File: src/logic/emb_pkg.sv
// constants, types and reset values for the external memory bus block
// assumes one oscillator-rate clock; every bus phase is counted on it
package emb_pkg;

   // ------------------------------------------------------------
   // machine cycle phases (twelve half-states per machine cycle)
   // ------------------------------------------------------------
   localparam logic [3:0] PH_FIRST = 4'h0;
   localparam logic [3:0] PH_LAST = 4'hb;
   localparam logic [3:0] PH_STEP_12 = 4'h1;
   localparam logic [3:0] PH_STEP_6 = 4'h2;
   localparam logic [3:0] PH_ALE_END = 4'h1;
   localparam logic [3:0] PH_HALF = 4'h6;
   localparam logic [3:0] PH_ALE2_END = 4'h7;
   localparam logic [3:0] PH_ADDR_END = 4'h2;
   localparam logic [3:0] PH_STB_FIRST = 4'h3;
   localparam logic [3:0] PH_WR_END = 4'ha;

   // ------------------------------------------------------------
   // reset pin qualification, in oscillator periods (two machine cycles)
   // ------------------------------------------------------------
   localparam logic [4:0] RST_OSC_12 = 5'h18;
   localparam logic [4:0] RST_OSC_6 = 5'h0c;
   localparam logic [1:0] CAP_DONE = 2'h2;

   // ------------------------------------------------------------
   // commands from the core and bus cycle states
   // ------------------------------------------------------------
   typedef enum logic [1:0] {
      CMD_IDLE = 2'h0,
      CMD_FETCH = 2'h1,
      CMD_XRD = 2'h2,
      CMD_XWR = 2'h3
   } emb_kind_t;

   typedef struct packed {
      emb_kind_t kind;
      logic wide;
      logic [15:0] addr;
      logic [7:0] wdata;
   } emb_cmd_t;

   typedef enum logic [3:0] {
      ST_IDLE = 4'h1,
      ST_INT = 4'h2,
      ST_EXT = 4'h4,
      ST_EXTERNAL_MOVE_INSTRUCTION = 4'h8
   } emb_state_t;

   typedef struct packed {
      logic ale;
      logic code_read_strobe_n;
      logic wr_n;
      logic rd_n;
      logic [7:0] p0_o;
      logic [7:0] p0_oe;
      logic [7:0] p2;
   } emb_pins_t;

   localparam emb_cmd_t CMD_RST = '{kind: CMD_IDLE, wide: 1'b0, addr: 16'h0000, wdata: 8'h00};
   localparam emb_pins_t PINS_RST = '{ale: 1'b0, code_read_strobe_n: 1'b1, wr_n: 1'b1, rd_n: 1'b1,
                                      p0_o: 8'h00, p0_oe: 8'h00, p2: 8'hff};

endpackage

File: src/logic/emb_sync.sv
// two-flop synchroniser for pin inputs
// assumes the pin may change at any time relative to mclk_i
`timescale 1ns/10ps
module emb_sync #(
   parameter int unsigned W = 1
) (
   input wire logic mclk_i,
   input wire logic arst_n_i,
   input wire logic [W-1:0] d_i,
   output logic [W-1:0] q_o
);

   logic [W-1:0] meta_r;
   logic [W-1:0] q_r;

   // first stage is read by the second stage only
   always_ff @(posedge mclk_i or negedge arst_n_i) begin
      if (!arst_n_i) begin
         meta_r <= '0;
         q_r <= '0;
      end else begin
         meta_r <= d_i;
         q_r <= meta_r;
      end
   end

   assign q_o = q_r;

endmodule // emb_sync

File: src/logic/emb_bus.sv
// external program and data memory bus of an 8-bit controller
// assumes mclk_i is the oscillator and the core issues one command per machine cycle
//
// Summary of operation
// low address byte and data share the low address/data port in time
// bus ones on that port are driven high, not left floating
// outside bus cycles, port bits latched one float as inputs
// high address port carries address high byte on code fetch and wide moves; internal code fetches show the high port latch instead
// narrow external moves put the high port latch on the high port
// address latch strobe pulses at osc/6, or osc/3 in 6-clock mode
// each external data access drops exactly one address latch pulse
// latch strobe disable bit silences it except during external moves
// external code execution gives two code-read strobes per machine cycle
// each external data access skips two code-read strobes
// internal code fetches never raise the code-read strobe
// system holds fetch select low to fetch everything externally
// fetch select high: internal fetch unless address exceeds on-chip size
// with first security bit set, fetch select is latched at reset
// separate active-low write and read strobes for external data
// reset pin high two machine cycles resets the device
// machine cycle is twelve or six oscillator periods
// after reset run 12-clock unless nonvolatile option picks 6-clock
// external latch grabs low address on the latch strobe falling edge
// low address stays on the port until after the latch strobe falls
`timescale 1ns/10ps
module emb_bus #(
   parameter int unsigned ROM_BYTES = 4096
) (
   input wire logic mclk_i,
   input wire logic arst_n_i,
   input wire logic rst_pin_i,
   input wire logic x2_i,
   input wire logic nv_x2_i,
   input wire logic sec1_i,
   input wire logic external_fetch_select_i,
   input wire logic ale_dis_i,
   input wire emb_pkg::emb_cmd_t cmd_i,
   input wire logic [7:0] p0_latch_i,
   input wire logic [7:0] p2_latch_i,
   input wire logic [7:0] low_addr_data_port_i,
   output logic cyc_start_o,
   output logic dev_reset_o,
   output logic six_clk_mode_o,
   output logic rdata_valid_o,
   output logic [7:0] rdata_o,
   output logic ale_o,
   output logic code_read_strobe_n_o,
   output logic data_wr_strobe_n_o,
   output logic data_rd_strobe_n_o,
   output logic [7:0] low_addr_data_port_o,
   output logic [7:0] low_addr_data_port_oe_o,
   output logic [7:0] high_addr_port_o
);

   // ------------------------------------------------------------
   // pin synchronisers
   // ------------------------------------------------------------
   logic [7:0] p0_sync;
   logic ea_sync;
   logic rst_sync;

   emb_sync #(.W(8)) u_sync_p0 (
      .mclk_i(mclk_i),
      .arst_n_i(arst_n_i),
      .d_i(low_addr_data_port_i),
      .q_o(p0_sync)
   );

   emb_sync #(.W(1)) u_sync_ea (
      .mclk_i(mclk_i),
      .arst_n_i(arst_n_i),
      .d_i(external_fetch_select_i),
      .q_o(ea_sync)
   );

   emb_sync #(.W(1)) u_sync_rst (
      .mclk_i(mclk_i),
      .arst_n_i(arst_n_i),
      .d_i(rst_pin_i),
      .q_o(rst_sync)
   );

   // ------------------------------------------------------------
   // reset qualification and fetch select capture
   // ------------------------------------------------------------
   logic [4:0] rst_cnt_r, rst_cnt_nxt;
   logic rst_int_r, rst_int_nxt;
   logic [1:0] cap_cnt_r, cap_cnt_nxt;
   logic ea_cap_r, ea_cap_nxt;
   logic six_r, six_nxt;
   logic [4:0] rst_thr;
   logic ea_eff;

   always_comb begin
      rst_thr = six_r ? emb_pkg::RST_OSC_6 : emb_pkg::RST_OSC_12;
      rst_cnt_nxt = '0;
      if (rst_sync) begin
         rst_cnt_nxt = (rst_cnt_r == rst_thr) ? rst_cnt_r : rst_cnt_r + 5'h01;
      end
      rst_int_nxt = rst_sync && (rst_cnt_nxt == rst_thr);
      cap_cnt_nxt = cap_cnt_r;
      ea_cap_nxt = ea_cap_r;
      if (rst_int_r) begin
         cap_cnt_nxt = '0;
      end else if (cap_cnt_r != emb_pkg::CAP_DONE) begin
         cap_cnt_nxt = cap_cnt_r + 2'h1;
      end
      // keep following the pin while in reset and just after it
      if (rst_int_r || cap_cnt_r != emb_pkg::CAP_DONE) begin
         ea_cap_nxt = ea_sync;
      end
      ea_eff = sec1_i ? ea_cap_r : ea_sync;
   end

   always_ff @(posedge mclk_i or negedge arst_n_i) begin
      if (!arst_n_i) begin
         rst_cnt_r <= '0;
         rst_int_r <= 1'b0;
         cap_cnt_r <= '0;
         ea_cap_r <= 1'b0;
      end else begin
         rst_cnt_r <= rst_cnt_nxt;
         rst_int_r <= rst_int_nxt;
         cap_cnt_r <= cap_cnt_nxt;
         ea_cap_r <= ea_cap_nxt;
      end
   end

   // ------------------------------------------------------------
   // machine cycle sequencer
   // ------------------------------------------------------------
   logic [3:0] ph_r, ph_nxt;
   emb_pkg::emb_state_t st_r, st_nxt;
   emb_pkg::emb_cmd_t cmd_r, cmd_nxt;
   logic [3:0] step;
   logic [4:0] ph_sum;
   logic wrap;
   logic in_rom;

   always_comb begin
      step = six_r ? emb_pkg::PH_STEP_6 : emb_pkg::PH_STEP_12;
      ph_sum = {1'b0, ph_r} + {1'b0, step};
      wrap = ph_sum > {1'b0, emb_pkg::PH_LAST};
      in_rom = {1'b0, cmd_i.addr} < 17'(ROM_BYTES);
      ph_nxt = wrap ? emb_pkg::PH_FIRST : ph_sum[3:0];
      st_nxt = st_r;
      cmd_nxt = cmd_r;
      six_nxt = six_r;
      if (wrap) begin
         // mode changes only at a cycle boundary so phases stay aligned
         six_nxt = x2_i | nv_x2_i;
         cmd_nxt = cmd_i;
         unique case (cmd_i.kind)
            emb_pkg::CMD_IDLE: st_nxt = emb_pkg::ST_IDLE;
            emb_pkg::CMD_FETCH: st_nxt = (ea_eff && in_rom) ? emb_pkg::ST_INT
                                                            : emb_pkg::ST_EXT;
            emb_pkg::CMD_XRD, emb_pkg::CMD_XWR: st_nxt = emb_pkg::ST_EXTERNAL_MOVE_INSTRUCTION;
         endcase
      end
      if (rst_int_r) begin
         ph_nxt = emb_pkg::PH_FIRST;
         st_nxt = emb_pkg::ST_IDLE;
         cmd_nxt = emb_pkg::CMD_RST;
         six_nxt = nv_x2_i;
      end
   end

   always_ff @(posedge mclk_i or negedge arst_n_i) begin
      if (!arst_n_i) begin
         ph_r <= emb_pkg::PH_FIRST;
         st_r <= emb_pkg::ST_IDLE;
         cmd_r <= emb_pkg::CMD_RST;
         six_r <= 1'b0;
      end else begin
         ph_r <= ph_nxt;
         st_r <= st_nxt;
         cmd_r <= cmd_nxt;
         six_r <= six_nxt;
      end
   end

   assign cyc_start_o = wrap && !rst_int_r;
   assign dev_reset_o = rst_int_r;
   assign six_clk_mode_o = six_r;

   // ------------------------------------------------------------
   // pin drive, computed one cycle ahead so every pin is a flop
   // ------------------------------------------------------------
   emb_pkg::emb_pins_t pins_r, pins_nxt;
   logic half2;
   logic [3:0] rel;
   logic [15:0] faddr;
   logic ale_win;

   always_comb begin
      half2 = ph_nxt >= emb_pkg::PH_HALF;
      rel = half2 ? ph_nxt - emb_pkg::PH_HALF : ph_nxt;
      faddr = half2 ? cmd_nxt.addr + 16'h0001 : cmd_nxt.addr;
      ale_win = rel <= emb_pkg::PH_ALE_END;
      pins_nxt = emb_pkg::PINS_RST;
      pins_nxt.ale = ale_win && !ale_dis_i;
      pins_nxt.p0_o = '0;
      pins_nxt.p0_oe = ~p0_latch_i;
      pins_nxt.p2 = p2_latch_i;
      unique case (st_nxt)
         emb_pkg::ST_IDLE, emb_pkg::ST_INT: begin
            pins_nxt.code_read_strobe_n = 1'b1;
         end
         emb_pkg::ST_EXT: begin
            pins_nxt.p2 = faddr[15:8];
            if (rel <= emb_pkg::PH_ADDR_END) begin
               pins_nxt.p0_o = faddr[7:0];
               pins_nxt.p0_oe = 8'hff;
            end else begin
               pins_nxt.p0_oe = 8'h00;
               pins_nxt.code_read_strobe_n = 1'b0;
            end
         end
         emb_pkg::ST_EXTERNAL_MOVE_INSTRUCTION: begin
            // second latch pulse and both code reads are dropped here
            pins_nxt.ale = ph_nxt <= emb_pkg::PH_ALE_END;
            pins_nxt.p2 = cmd_nxt.wide ? cmd_nxt.addr[15:8] : p2_latch_i;
            if (ph_nxt <= emb_pkg::PH_ADDR_END) begin
               pins_nxt.p0_o = cmd_nxt.addr[7:0];
               pins_nxt.p0_oe = 8'hff;
            end else if (cmd_nxt.kind == emb_pkg::CMD_XWR) begin
               pins_nxt.p0_o = cmd_nxt.wdata;
               pins_nxt.p0_oe = 8'hff;
               pins_nxt.wr_n = ph_nxt > emb_pkg::PH_WR_END;
            end else begin
               pins_nxt.p0_oe = 8'h00;
               pins_nxt.rd_n = 1'b0;
            end
         end
      endcase
      if (rst_int_r) begin
         pins_nxt = emb_pkg::PINS_RST;
      end
   end

   always_ff @(posedge mclk_i or negedge arst_n_i) begin
      if (!arst_n_i) begin
         pins_r <= emb_pkg::PINS_RST;
      end else begin
         pins_r <= pins_nxt;
      end
   end

   assign ale_o = pins_r.ale;
   assign code_read_strobe_n_o = pins_r.code_read_strobe_n;
   assign data_wr_strobe_n_o = pins_r.wr_n;
   assign data_rd_strobe_n_o = pins_r.rd_n;
   assign low_addr_data_port_o = pins_r.p0_o;
   assign low_addr_data_port_oe_o = pins_r.p0_oe;
   assign high_addr_port_o = pins_r.p2;

   // ------------------------------------------------------------
   // read data capture, delayed to match the port synchroniser
   // ------------------------------------------------------------
   logic smp_now;
   logic smp_d1_r, smp_d1_nxt;
   logic smp_d2_r, smp_d2_nxt;
   logic [7:0] rdata_r, rdata_nxt;
   // valid is raised with the byte, not one cycle ahead of it
   logic val_r, val_nxt;

   always_comb begin
      smp_now = !rst_int_r && (
         (st_r == emb_pkg::ST_EXT &&
          (wrap || (ph_r < emb_pkg::PH_HALF && ph_sum >= {1'b0, emb_pkg::PH_HALF}))) ||
         (st_r == emb_pkg::ST_EXTERNAL_MOVE_INSTRUCTION && cmd_r.kind == emb_pkg::CMD_XRD && wrap));
      smp_d1_nxt = smp_now;
      smp_d2_nxt = smp_d1_r;
      rdata_nxt = smp_d2_r ? p0_sync : rdata_r;
      val_nxt = smp_d2_r;
   end

   always_ff @(posedge mclk_i or negedge arst_n_i) begin
      if (!arst_n_i) begin
         smp_d1_r <= 1'b0;
         smp_d2_r <= 1'b0;
         rdata_r <= '0;
         val_r <= 1'b0;
      end else begin
         smp_d1_r <= smp_d1_nxt;
         smp_d2_r <= smp_d2_nxt;
         rdata_r <= rdata_nxt;
         val_r <= val_nxt;
      end
   end

   assign rdata_o = rdata_r;
   assign rdata_valid_o = val_r;

   // ------------------------------------------------------------
   // assertions
   // ------------------------------------------------------------
   logic ale_win_r;
   assign ale_win_r = ph_r <= emb_pkg::PH_ALE_END ||
                      (ph_r >= emb_pkg::PH_HALF && ph_r <= emb_pkg::PH_ALE2_END);
endmodule // emb_bus

File: config.mk
export PLATFORM = sky130hd
export DESIGN_NAME = emb_bus
export DESIGN_NICKNAME = d
export VERILOG_FILES = /design/src/logic/emb_pkg.sv /design/src/logic/emb_sync.sv /design/src/logic/emb_bus.sv
export SDC_FILE = /design/constraint.sdc
export NUM_CORES = 1
export LEC_CHECK = 0
export BUFFER_PORTS_ARGS = -buffer_cell sky130_fd_sc_hd__buf_4
export CORE_AREA = 5 5 153 126
export CTS_CLUSTER_SIZE = 10
export DETAILED_ROUTE_END_ITERATION = 10
export DIE_AREA = 0 0 158 131
export GPL_TIMING_DRIVEN = 1
export PLACE_DENSITY = 0.54
export REMOVE_ABC_BUFFERS = 1
export SETUP_SLACK_MARGIN = 0.15
export SLEW_MARGIN = 0
export SYNTH_ARGS = -nofsm -noshare
export SYNTH_HDL_FRONTEND = slang
export SYNTH_HIERARCHICAL = 1
export SYNTH_SLANG_ARGS = --single-unit
File: constraint.sdc
create_clock -name mclk_i -period 3.1 [get_ports mclk_i]
set_input_delay 0.31 -clock mclk_i [delete_from_list [all_inputs] [get_ports mclk_i]]
set_output_delay 0.31 -clock mclk_i [all_outputs]
set_load 0.01 [all_outputs]
==> flow_metrics.tcl, run 1 <==
set metrics [dict create \
    ys_ff_latch 104 \
    fmax_mhz 344.5 \
    yosys_warnings 6 \
    grt_pass1_vias 4620 \
    max_stage_delay_ns 0.47 \
    end_kind "flop" \
    relSlewSlack 0.5417 \
    final-max-slew-violation-count 0 \
    wl_um 16270 \
    period_share 0.9363 \
    overflow 0 \
    startpoint "six_clk_mode_o" \
    crit_family "simple AND/OR/NAND/NOR gates" \
    routed_via_density 5.153 \
    p_leak_nw 3.233 \
    fp.dieW_um 158 \
    cts.sinks 104 \
    startpoint_type "flop" \
    synth_ff_type "dfrtp_1" \
    clkTransAtPathRegs_ns 0.08 \
    synth-edff-count 0 \
    timing.final.hold_violations 0 \
    syn_inst 522 \
    clk_path_buf_depth 2 \
    final_core_util 0.4104 \
    ff2ff_setup_slack_ns 0.20 \
    area_delta_synth_final_pct 40.17 \
    crit_cells 12 \
    reg2reg_from "six_clk_mode_o" \
    clk_latency_ns 0.37 \
    die_area_mm2 0.02070 \
    async_flop_share 1.000 \
    grt_util_all_layers 0.1586 \
    postRouteAntennaNets 0 \
    fp.dieH_um 131 \
    crit_arrival_ns 3.21 \
    hold_ws_ns 0.04417 \
    fin_total_pwr_mw 8.563 \
    cts-buffers-inserted 9 \
    num_antenna_cells 0 \
    rows 44 \
    fin_nets 746 \
    initial_core_util 0.2928 \
    rr_worst_depth 12 \
    critPathMaxFanout 5 \
    power.density_mw_per_mm2 1181 \
    cap_violations 0 \
    crit_end "high_addr_port_o[2]" \
    core_area_mm2 0.01767 \
    skew_ns 0.007389 \
    drc 0 \
    r2r_end "high_addr_port_o[2]" \
    firstDrtPassIters 5 \
    worstMarginPinSlew_ns 0.6874 \
    post-place-ws_ns -0.09343 \
    netlist_area_mm2 0.005174 \
    clock-root-buffer "clkbuf_16" \
    cts_max_level 3 \
    rsz0062_at_grt "true" \
    cp_cell_sequence "inv_1, ha_2, fa_2, buf_6, or3b_4, o221ai_2, nor4_4, ha_4, nand2_2, or3_4, or4_1, nand3_1" \
    wl_per_cell_um 17.78 \
    ys_seq_area_frac 0.5059 \
    syn_avg_cell_area_um2 9.911 \
    yosysUniqueCellTypes 76 \
    period_needed_ns 2.902 \
    required_ns 3.41 \
    io_buffer_count 98 \
    drtIter0Drc 369 \
    gp_congestion 0.9220 \
    cts_tree "yes" \
    irDropWorstVdd_v 0.0005090 \
    hold_path.class "in2reg" \
    path_class "reg2reg" \
    setup_violations 0 \
    antenna_found_initial 0 \
    io_pins 99 \
    vias 4715 \
    place_area_mm2 0.006594 \
    layout-drive-gt1-share 0.4000 \
    grt_max_degree 52 \
    worst_slack_ns 0.1976 \
    path_buf_inv 2 \
    grt_first_pass_wirelength_um 25590 \
    outcome "finished, final reports clean" \
    place_hpwl_um 11640 \
    finalInstanceArea_mm2 0.007252 \
    cpMaxStageDelayCell "or4_1" \
]
power by group:
part | leakage, nW | switching, mW | total (mW) | internal [mW]
clock | 0.154 | 0.624 | 1.21 | 0.587
sequential | 1.27 | 0.270 | 2.17 | 1.90
combinational | 1.81 | 2.76 | 5.18 | 2.43
sequential cells by signal (all words and copies together), names as in the netlist, 5 cells and up:
signal and cells:
high_addr_port_o 8, u_sync_p0/meta_r 8, low_addr_data_port_o 8, cmd_r 27, low_addr_data_port_oe_o 8, rdata_o 8, u_sync_p0/q_o 8, rst_cnt_r 5
Yosys cell counts (6+ instances only):
cell type  instances  share of area
a211oi_1          12          0.017
clkbuf_1          14          0.010
inv_1             16          0.012
a21oi_1           39          0.038
ha_1               6          0.015
dfrtp_1           92           0.44
nor3_1            10         0.0097
a31oi_1            7         0.0085
dfstp_2           12          0.061
buf_2              7         0.0068
o211ai_1           6         0.0087
mux2i_1           10          0.019
nor2_1            35          0.025
nand2_1           73          0.053
mux2_2            11          0.024
o21ai_0           27          0.026
nand3_1           21          0.020
a21o_1             6         0.0087
kinds of logic (layout without fill, tap and decap cells):
kind of cell             count (synthesis)  in the layout  share of synthesized area
XOR/XNOR                                 9              9                    0.01523
adder cells (fa/ha/maj)                  7              7                    0.01838
flip-flops                             104            104                     0.5059
multiplexers                            22             22                    0.04595
AND/OR/NAND/NOR                        189            189                     0.1855
AO/OA/AOI/OAI                          145            145                     0.1896
buffers and inverters                   46            209                    0.03942
worst min path at each step:
stage / start / to / slack [ns] / cells past startpoint
2_1_floorplan: arst_n_i / ale_o / 0.01 / 0
3_5_place_dp: u_sync_p0/meta_r[1] / u_sync_p0/q_o[1] / 0.34 / 0
3_3_place_gp: u_sync_p0/meta_r[5] / u_sync_p0/q_o[5] / 0.33 / 0
6_report: external_fetch_select_i / u_sync_ea/meta_r / 0.04 / 1
5_1_grt: low_addr_data_port_i[4] / u_sync_p0/meta_r[4] / 0.02 / 1
4_1_cts: low_addr_data_port_i[3] / u_sync_p0/meta_r[3] / 0.03 / 1
per-stage QoR:
step,cells,setup TNS (ns)
2_1_floorplan,493,-28.43
3_3_place_gp,889,0
3_5_place_dp,889,-0.2772
4_1_cts,909,0
5_1_grt,915,0
6_report,915,0
worst reg2reg max path, cell delays in order (launching register included):
cell	delay, ns
dfrtp_1	0.38
inv_1	0.07
ha_2	0.18
fa_2	0.28
buf_6	0.15
or3b_4	0.16
o221ai_2	0.12
nor4_4	0.26
ha_4	0.20
nand2_2	0.07
or3_4	0.41
or4_1	0.47
nand3_1	0.10
per-layer routing:
layer  wire length (um)  track usage  vias up
met1               7786       0.2279     2321
met3               1211      0.05170       19
met2               7090       0.2326      161
met5                  0            0        -
met4                182      0.03761        0
li1                   -            -     2214
layout by cell type (no fill, tap or decap), types with 4 or more instances in the layout:
cell         n
nand4_1      5
dfrtp_1     91
inv_1       14
and2_1       4
xnor2_1      5
buf_4      167
a21oi_1     33
nor2_1      32
xor2_1       4
nand2_1     71
mux2_2      11
o211ai_1     6
o21ai_0     23
a31oi_1      6
o32a_1       4
nand2b_1     4
o22ai_1      5
a21oi_2      6
a21o_1       5
nor3_1      10
a221oi_1     5
nand3_1     21
mux2i_1      9
a211oi_1    12
dfstp_2     12
clkbuf_16    9
repair_timing:
action                                  in CTS  in global routing
hold endpoints to repair                     1                  0
resized for setup                           25                 34
buffers inserted                             2                  6
endpoints found under the setup margin      24                 24
hold buffers                                 1                  0
cloned                                       1                  0
pin swaps                                    6                 12
area by class of cell:
cell class	instances	area [um2]
clock buffer	9	225.2
clock inverter	7	91.34
fill	1711	10420
inverter	17	66.31
multi-input combinational	372	2585
sequential	104	2619
tap	230	287.8
timing repair buffer	176	1378
Power figures use the tool's default switching activity.
==> inputs of run 2 (changes only) <==
--- a/config.mk
+++ b/config.mk
@@ -5,11 +5,12 @@
 export SDC_FILE = /design/constraint.sdc
 export NUM_CORES = 1
 export LEC_CHECK = 0
+export ABC_AREA = 1
 export BUFFER_PORTS_ARGS = -buffer_cell sky130_fd_sc_hd__buf_4
-export CORE_AREA = 5 5 153 126
+export CORE_AREA = 5 5 152 125
 export CTS_CLUSTER_SIZE = 10
 export DETAILED_ROUTE_END_ITERATION = 10
-export DIE_AREA = 0 0 158 131
+export DIE_AREA = 0 0 157 130
 export GPL_TIMING_DRIVEN = 1
 export PLACE_DENSITY = 0.54
 export REMOVE_ABC_BUFFERS = 1
==> run 2 against run 1 <==
Compared with the run above:
- the run now ends with negative hold slack left
- cell area shrank 7.4%
- clock skew shrank 0.00095 ns
- synthesized cell count grew 11%
- clock power shrank 7%
- register-to-register slack gained 0.13 ns
- core utilization shrank 1.9 points
- largest power group unchanged
- cell count grew 3.0%
- via count shrank 7.4%
- fmax grew 4.7%
- sequential power shrank 2%
==> flow_metrics.tcl, run 2 <==
set metrics [dict create \
    core_area_mm2 0.01716 \
    clk_latency_ns 0.35 \
    firstDrtPassIters 6 \
    cts.sinks 104 \
    ys_seq_area_frac 0.5187 \
    cts_tree "yes" \
    yosysUniqueCellTypes 41 \
    cp_cell_sequence "inv_1, ha_4, fa_2, xnor2_2, nand2_2, nand2_8, nand2_1, nand2_1, nand2_2, inv_2, ha_2, nand3_1, nor2_1, xor2_1, o22ai_1" \
    crit_family "simple AND/OR/NAND/NOR gates" \
    layout-drive-gt1-share 0.3333 \
    cts_max_level 3 \
    routed_via_density 4.635 \
    place_hpwl_um 10240 \
    finalInstanceArea_mm2 0.006714 \
    synth_ff_type "dfrtp_1" \
    grt_pass1_vias 4223 \
    switching_power_mw 3.892 \
    num_antenna_cells 0 \
    vias 4366 \
    synth-edff-count 0 \
    wl_per_cell_um 14.78 \
    overflow 0 \
    synth_top_area_cell "dfrtp_1" \
    grt_first_pass_wirelength_um 21820 \
    rows 43 \
    antenna_found_initial 0 \
    io_buffer_count 98 \
    drc 0 \
    syn_inst 579 \
    fillCellCount 1738 \
    required_ns 3.33 \
    comb_power_share 0.617 \
    cts-buffers-inserted 9 \
    grt_util_all_layers 0.1366 \
    io_pins 99 \
    multi_input_area_mm2 0.002265 \
    timing.final.hold_violations 2 \
    ys_ff_latch 104 \
    path_buf_inv 2 \
    p_leak_nw 3.347 \
    gp_congestion 0.8783 \
    synth_most_common_cell "nand2_1" \
    clockPowerShare 0.132 \
    clock-root-buffer "clkbuf_16" \
    irDropWorstVdd_v 0.0005504 \
    p_int_mw 4.564 \
    post-place-ws_ns 0.07826 \
    fp.dieH_um 130 \
    largest_reg_flops 27 \
    relSlewSlack 0.5259 \
    async_flop_share 1.000 \
    mostFrequentLayoutCells "144 x nand2_1, 136 x buf_4, 92 x dfrtp_1, 76 x nand3_1, 51 x inv_1" \
    critPathMaxFanout 8 \
    synth.area.top_cells "dfrtp_1 46%, nand2_1 12%, nand3_1 7.5%, dfstp_2 6.2%, inv_1 4.0%" \
    violations "negative hold slack" \
    die_area_mm2 0.02041 \
    wl_um 13930 \
    worstMarginPinSlew_ns 0.7112 \
    pwr-share-seq 0.250 \
    path_class "reg2reg" \
    switching_share 0.4603 \
    drtIter0Drc 341 \
    worst_slack_ns 0.3270 \
    fmax_mhz 360.6 \
    area_delta_synth_final_pct 33.05 \
    rsz0062_at_grt "false" \
    yosysTopAreaCellShare 0.4562 \
    yosys_warnings 6 \
    period_needed_ns 2.773 \
    skew_ns 0.006441 \
    postRouteAntennaNets 0 \
    place_area_mm2 0.006128 \
    period_share 0.8945 \
    ff2ff_setup_slack_ns 0.33 \
    fp.dieW_um 157 \
    grt_max_degree 54 \
    final_common_cell "nand2_1" \
    synth_top_cells_by_count "158 x nand2_1, 92 x dfrtp_1, 76 x nand3_1" \
    hold_ws_ns -0.006308 \
    crit_arrival_ns 3.01 \
    cpMaxStageDelayCell "fa_2" \
    final-max-slew-violation-count 0 \
    setup_violations 0 \
    netlist_area_mm2 0.005046 \
    fin_nets 778 \
    cap_violations 0 \
    ff_latch_area_mm2 0.002618 \
    outcome "finished with violations" \
    end_kind "flop" \
    syn_avg_cell_area_um2 8.715 \
    startpoint_type "flop" \
    max_stage_delay_ns 0.45 \
    power.density_mw_per_mm2 1259 \
    hold_path.class "in2async" \
    top_register "cmd_r" \
    clk_path_buf_depth 2 \
    clkTransAtPathRegs_ns 0.07 \
    setup_tns_ns 0 \
    initial_core_util 0.2940 \
]
==> run 2: cell count changes after synthesis, moves of 8 or more <==
| cell | before | now |
|---|---|---|
| nand2_1 | 73 | 158 |
| inv_1 | 16 | 54 |
| mux2i_1 | 10 | 0 |
| a211oi_1 | 12 | 1 |
| o21ai_0 | 27 | 19 |
| nor2_1 | 35 | 48 |
| clkbuf_1 | 14 | 4 |
| nand3_1 | 21 | 76 |
| a21oi_1 | 39 | 8 |
| nand4_1 | 5 | 13 |
==> run 2: cell type report <==
type,instances,share of cell area
Timing Repair Buffer,137,0.1551
Sequential cell,104,0.3899
Clock inverter,6,0.007454
Inverter,58,0.03280
Tap cell,225,0.04193
Clock buffer,10,0.03559
Multi-Input combinational cell,402,0.3373
==> run 2: path summary, 6_finish.rpt <==
check / cells after the start / endpoint / from
worst max-delay path: 15 / low_addr_data_port_o[4] / six_clk_mode_o
min in group mclk_i: 1 / u_sync_p0/meta_r[5] / low_addr_data_port_i[5]
worst min-delay path: 1 / cmd_r[24] / arst_n_i
worst min register to register: 0 / u_sync_ea/q_o / u_sync_ea/meta_r
worst max register to register: 15 / low_addr_data_port_o[4] / six_clk_mode_o
max in group asynchronous: 2 / high_addr_port_o[0] / arst_n_i
==> run 2: per-layer routing <==
layer / vias to the layer above / global-route usage / wire length [um]
li1: 2145 / - / -
met1: 2064 / 0.1948 / 6553
met2: 142 / 0.2048 / 6357
met3: 15 / 0.03614 / 815
met4: 0 / 0.03980 / 200
met5: - / 0 / 0
==> run 2: worst register-to-register path, cell delays in order, from the launching register on <==
cell and delay (ns):
dfrtp_1 0.34, inv_1 0.08, ha_4 0.18, fa_2 0.45
xnor2_2 0.19, nand2_2 0.13, nand2_8 0.15, nand2_1 0.07
nand2_1 0.08, nand2_2 0.06, inv_2 0.09, ha_2 0.19
nand3_1 0.16, nor2_1 0.21, xor2_1 0.16, o22ai_1 0.09
==> run 2: cell families after synthesis <==
| logic type | count (synthesis) | synth area share |
|---|---|---|
| DFF | 104 | 0.5187 |
| muxes | 8 | 0.01785 |
| adders and majority gates | 7 | 0.01884 |
| buffers and inverters | 74 | 0.06446 |
| AOI/OAI and AO/OA | 55 | 0.06968 |
| xor gates and xnor gates | 7 | 0.01215 |
| and+or+nand+nor | 324 | 0.2983 |
==> run 2: power groups by stage <==
stage / sequential, mW / combinational (mW) / clock [mW]
finish: 2.12 / 5.22 / 1.12
global route: 2.18 / 5.76 / 1.23
floorplan: 2.20 / 2.87 / 0
CTS: 2.12 / 4.61 / 1.16
global placement: 2.13 / 4.52 / 0
detailed placement: 2.14 / 4.55 / 0
==> run 2: through the flow <==
stage	instances	utilization	power, mW	hold WS (ns)
after floorplan	563	-	5.070	0.01441
after global placement	909	0.3571	6.650	0.3322
after detailed placement	909	0.3571	6.689	0.3347
after CTS	925	0.3751	7.891	0.02198
after global routing	942	0.3912	9.168	0.03467
final	942	0.3912	8.455	-0.006308
==> run 2: what timing repair did <==
action,CTS,global route
hold endpoints to repair,0,0
gates resized for setup,4,40
cloned,0,1
hold buffers,0,0
pin swaps,0,16
setup endpoints to repair,19,26
buffers inserted,0,16
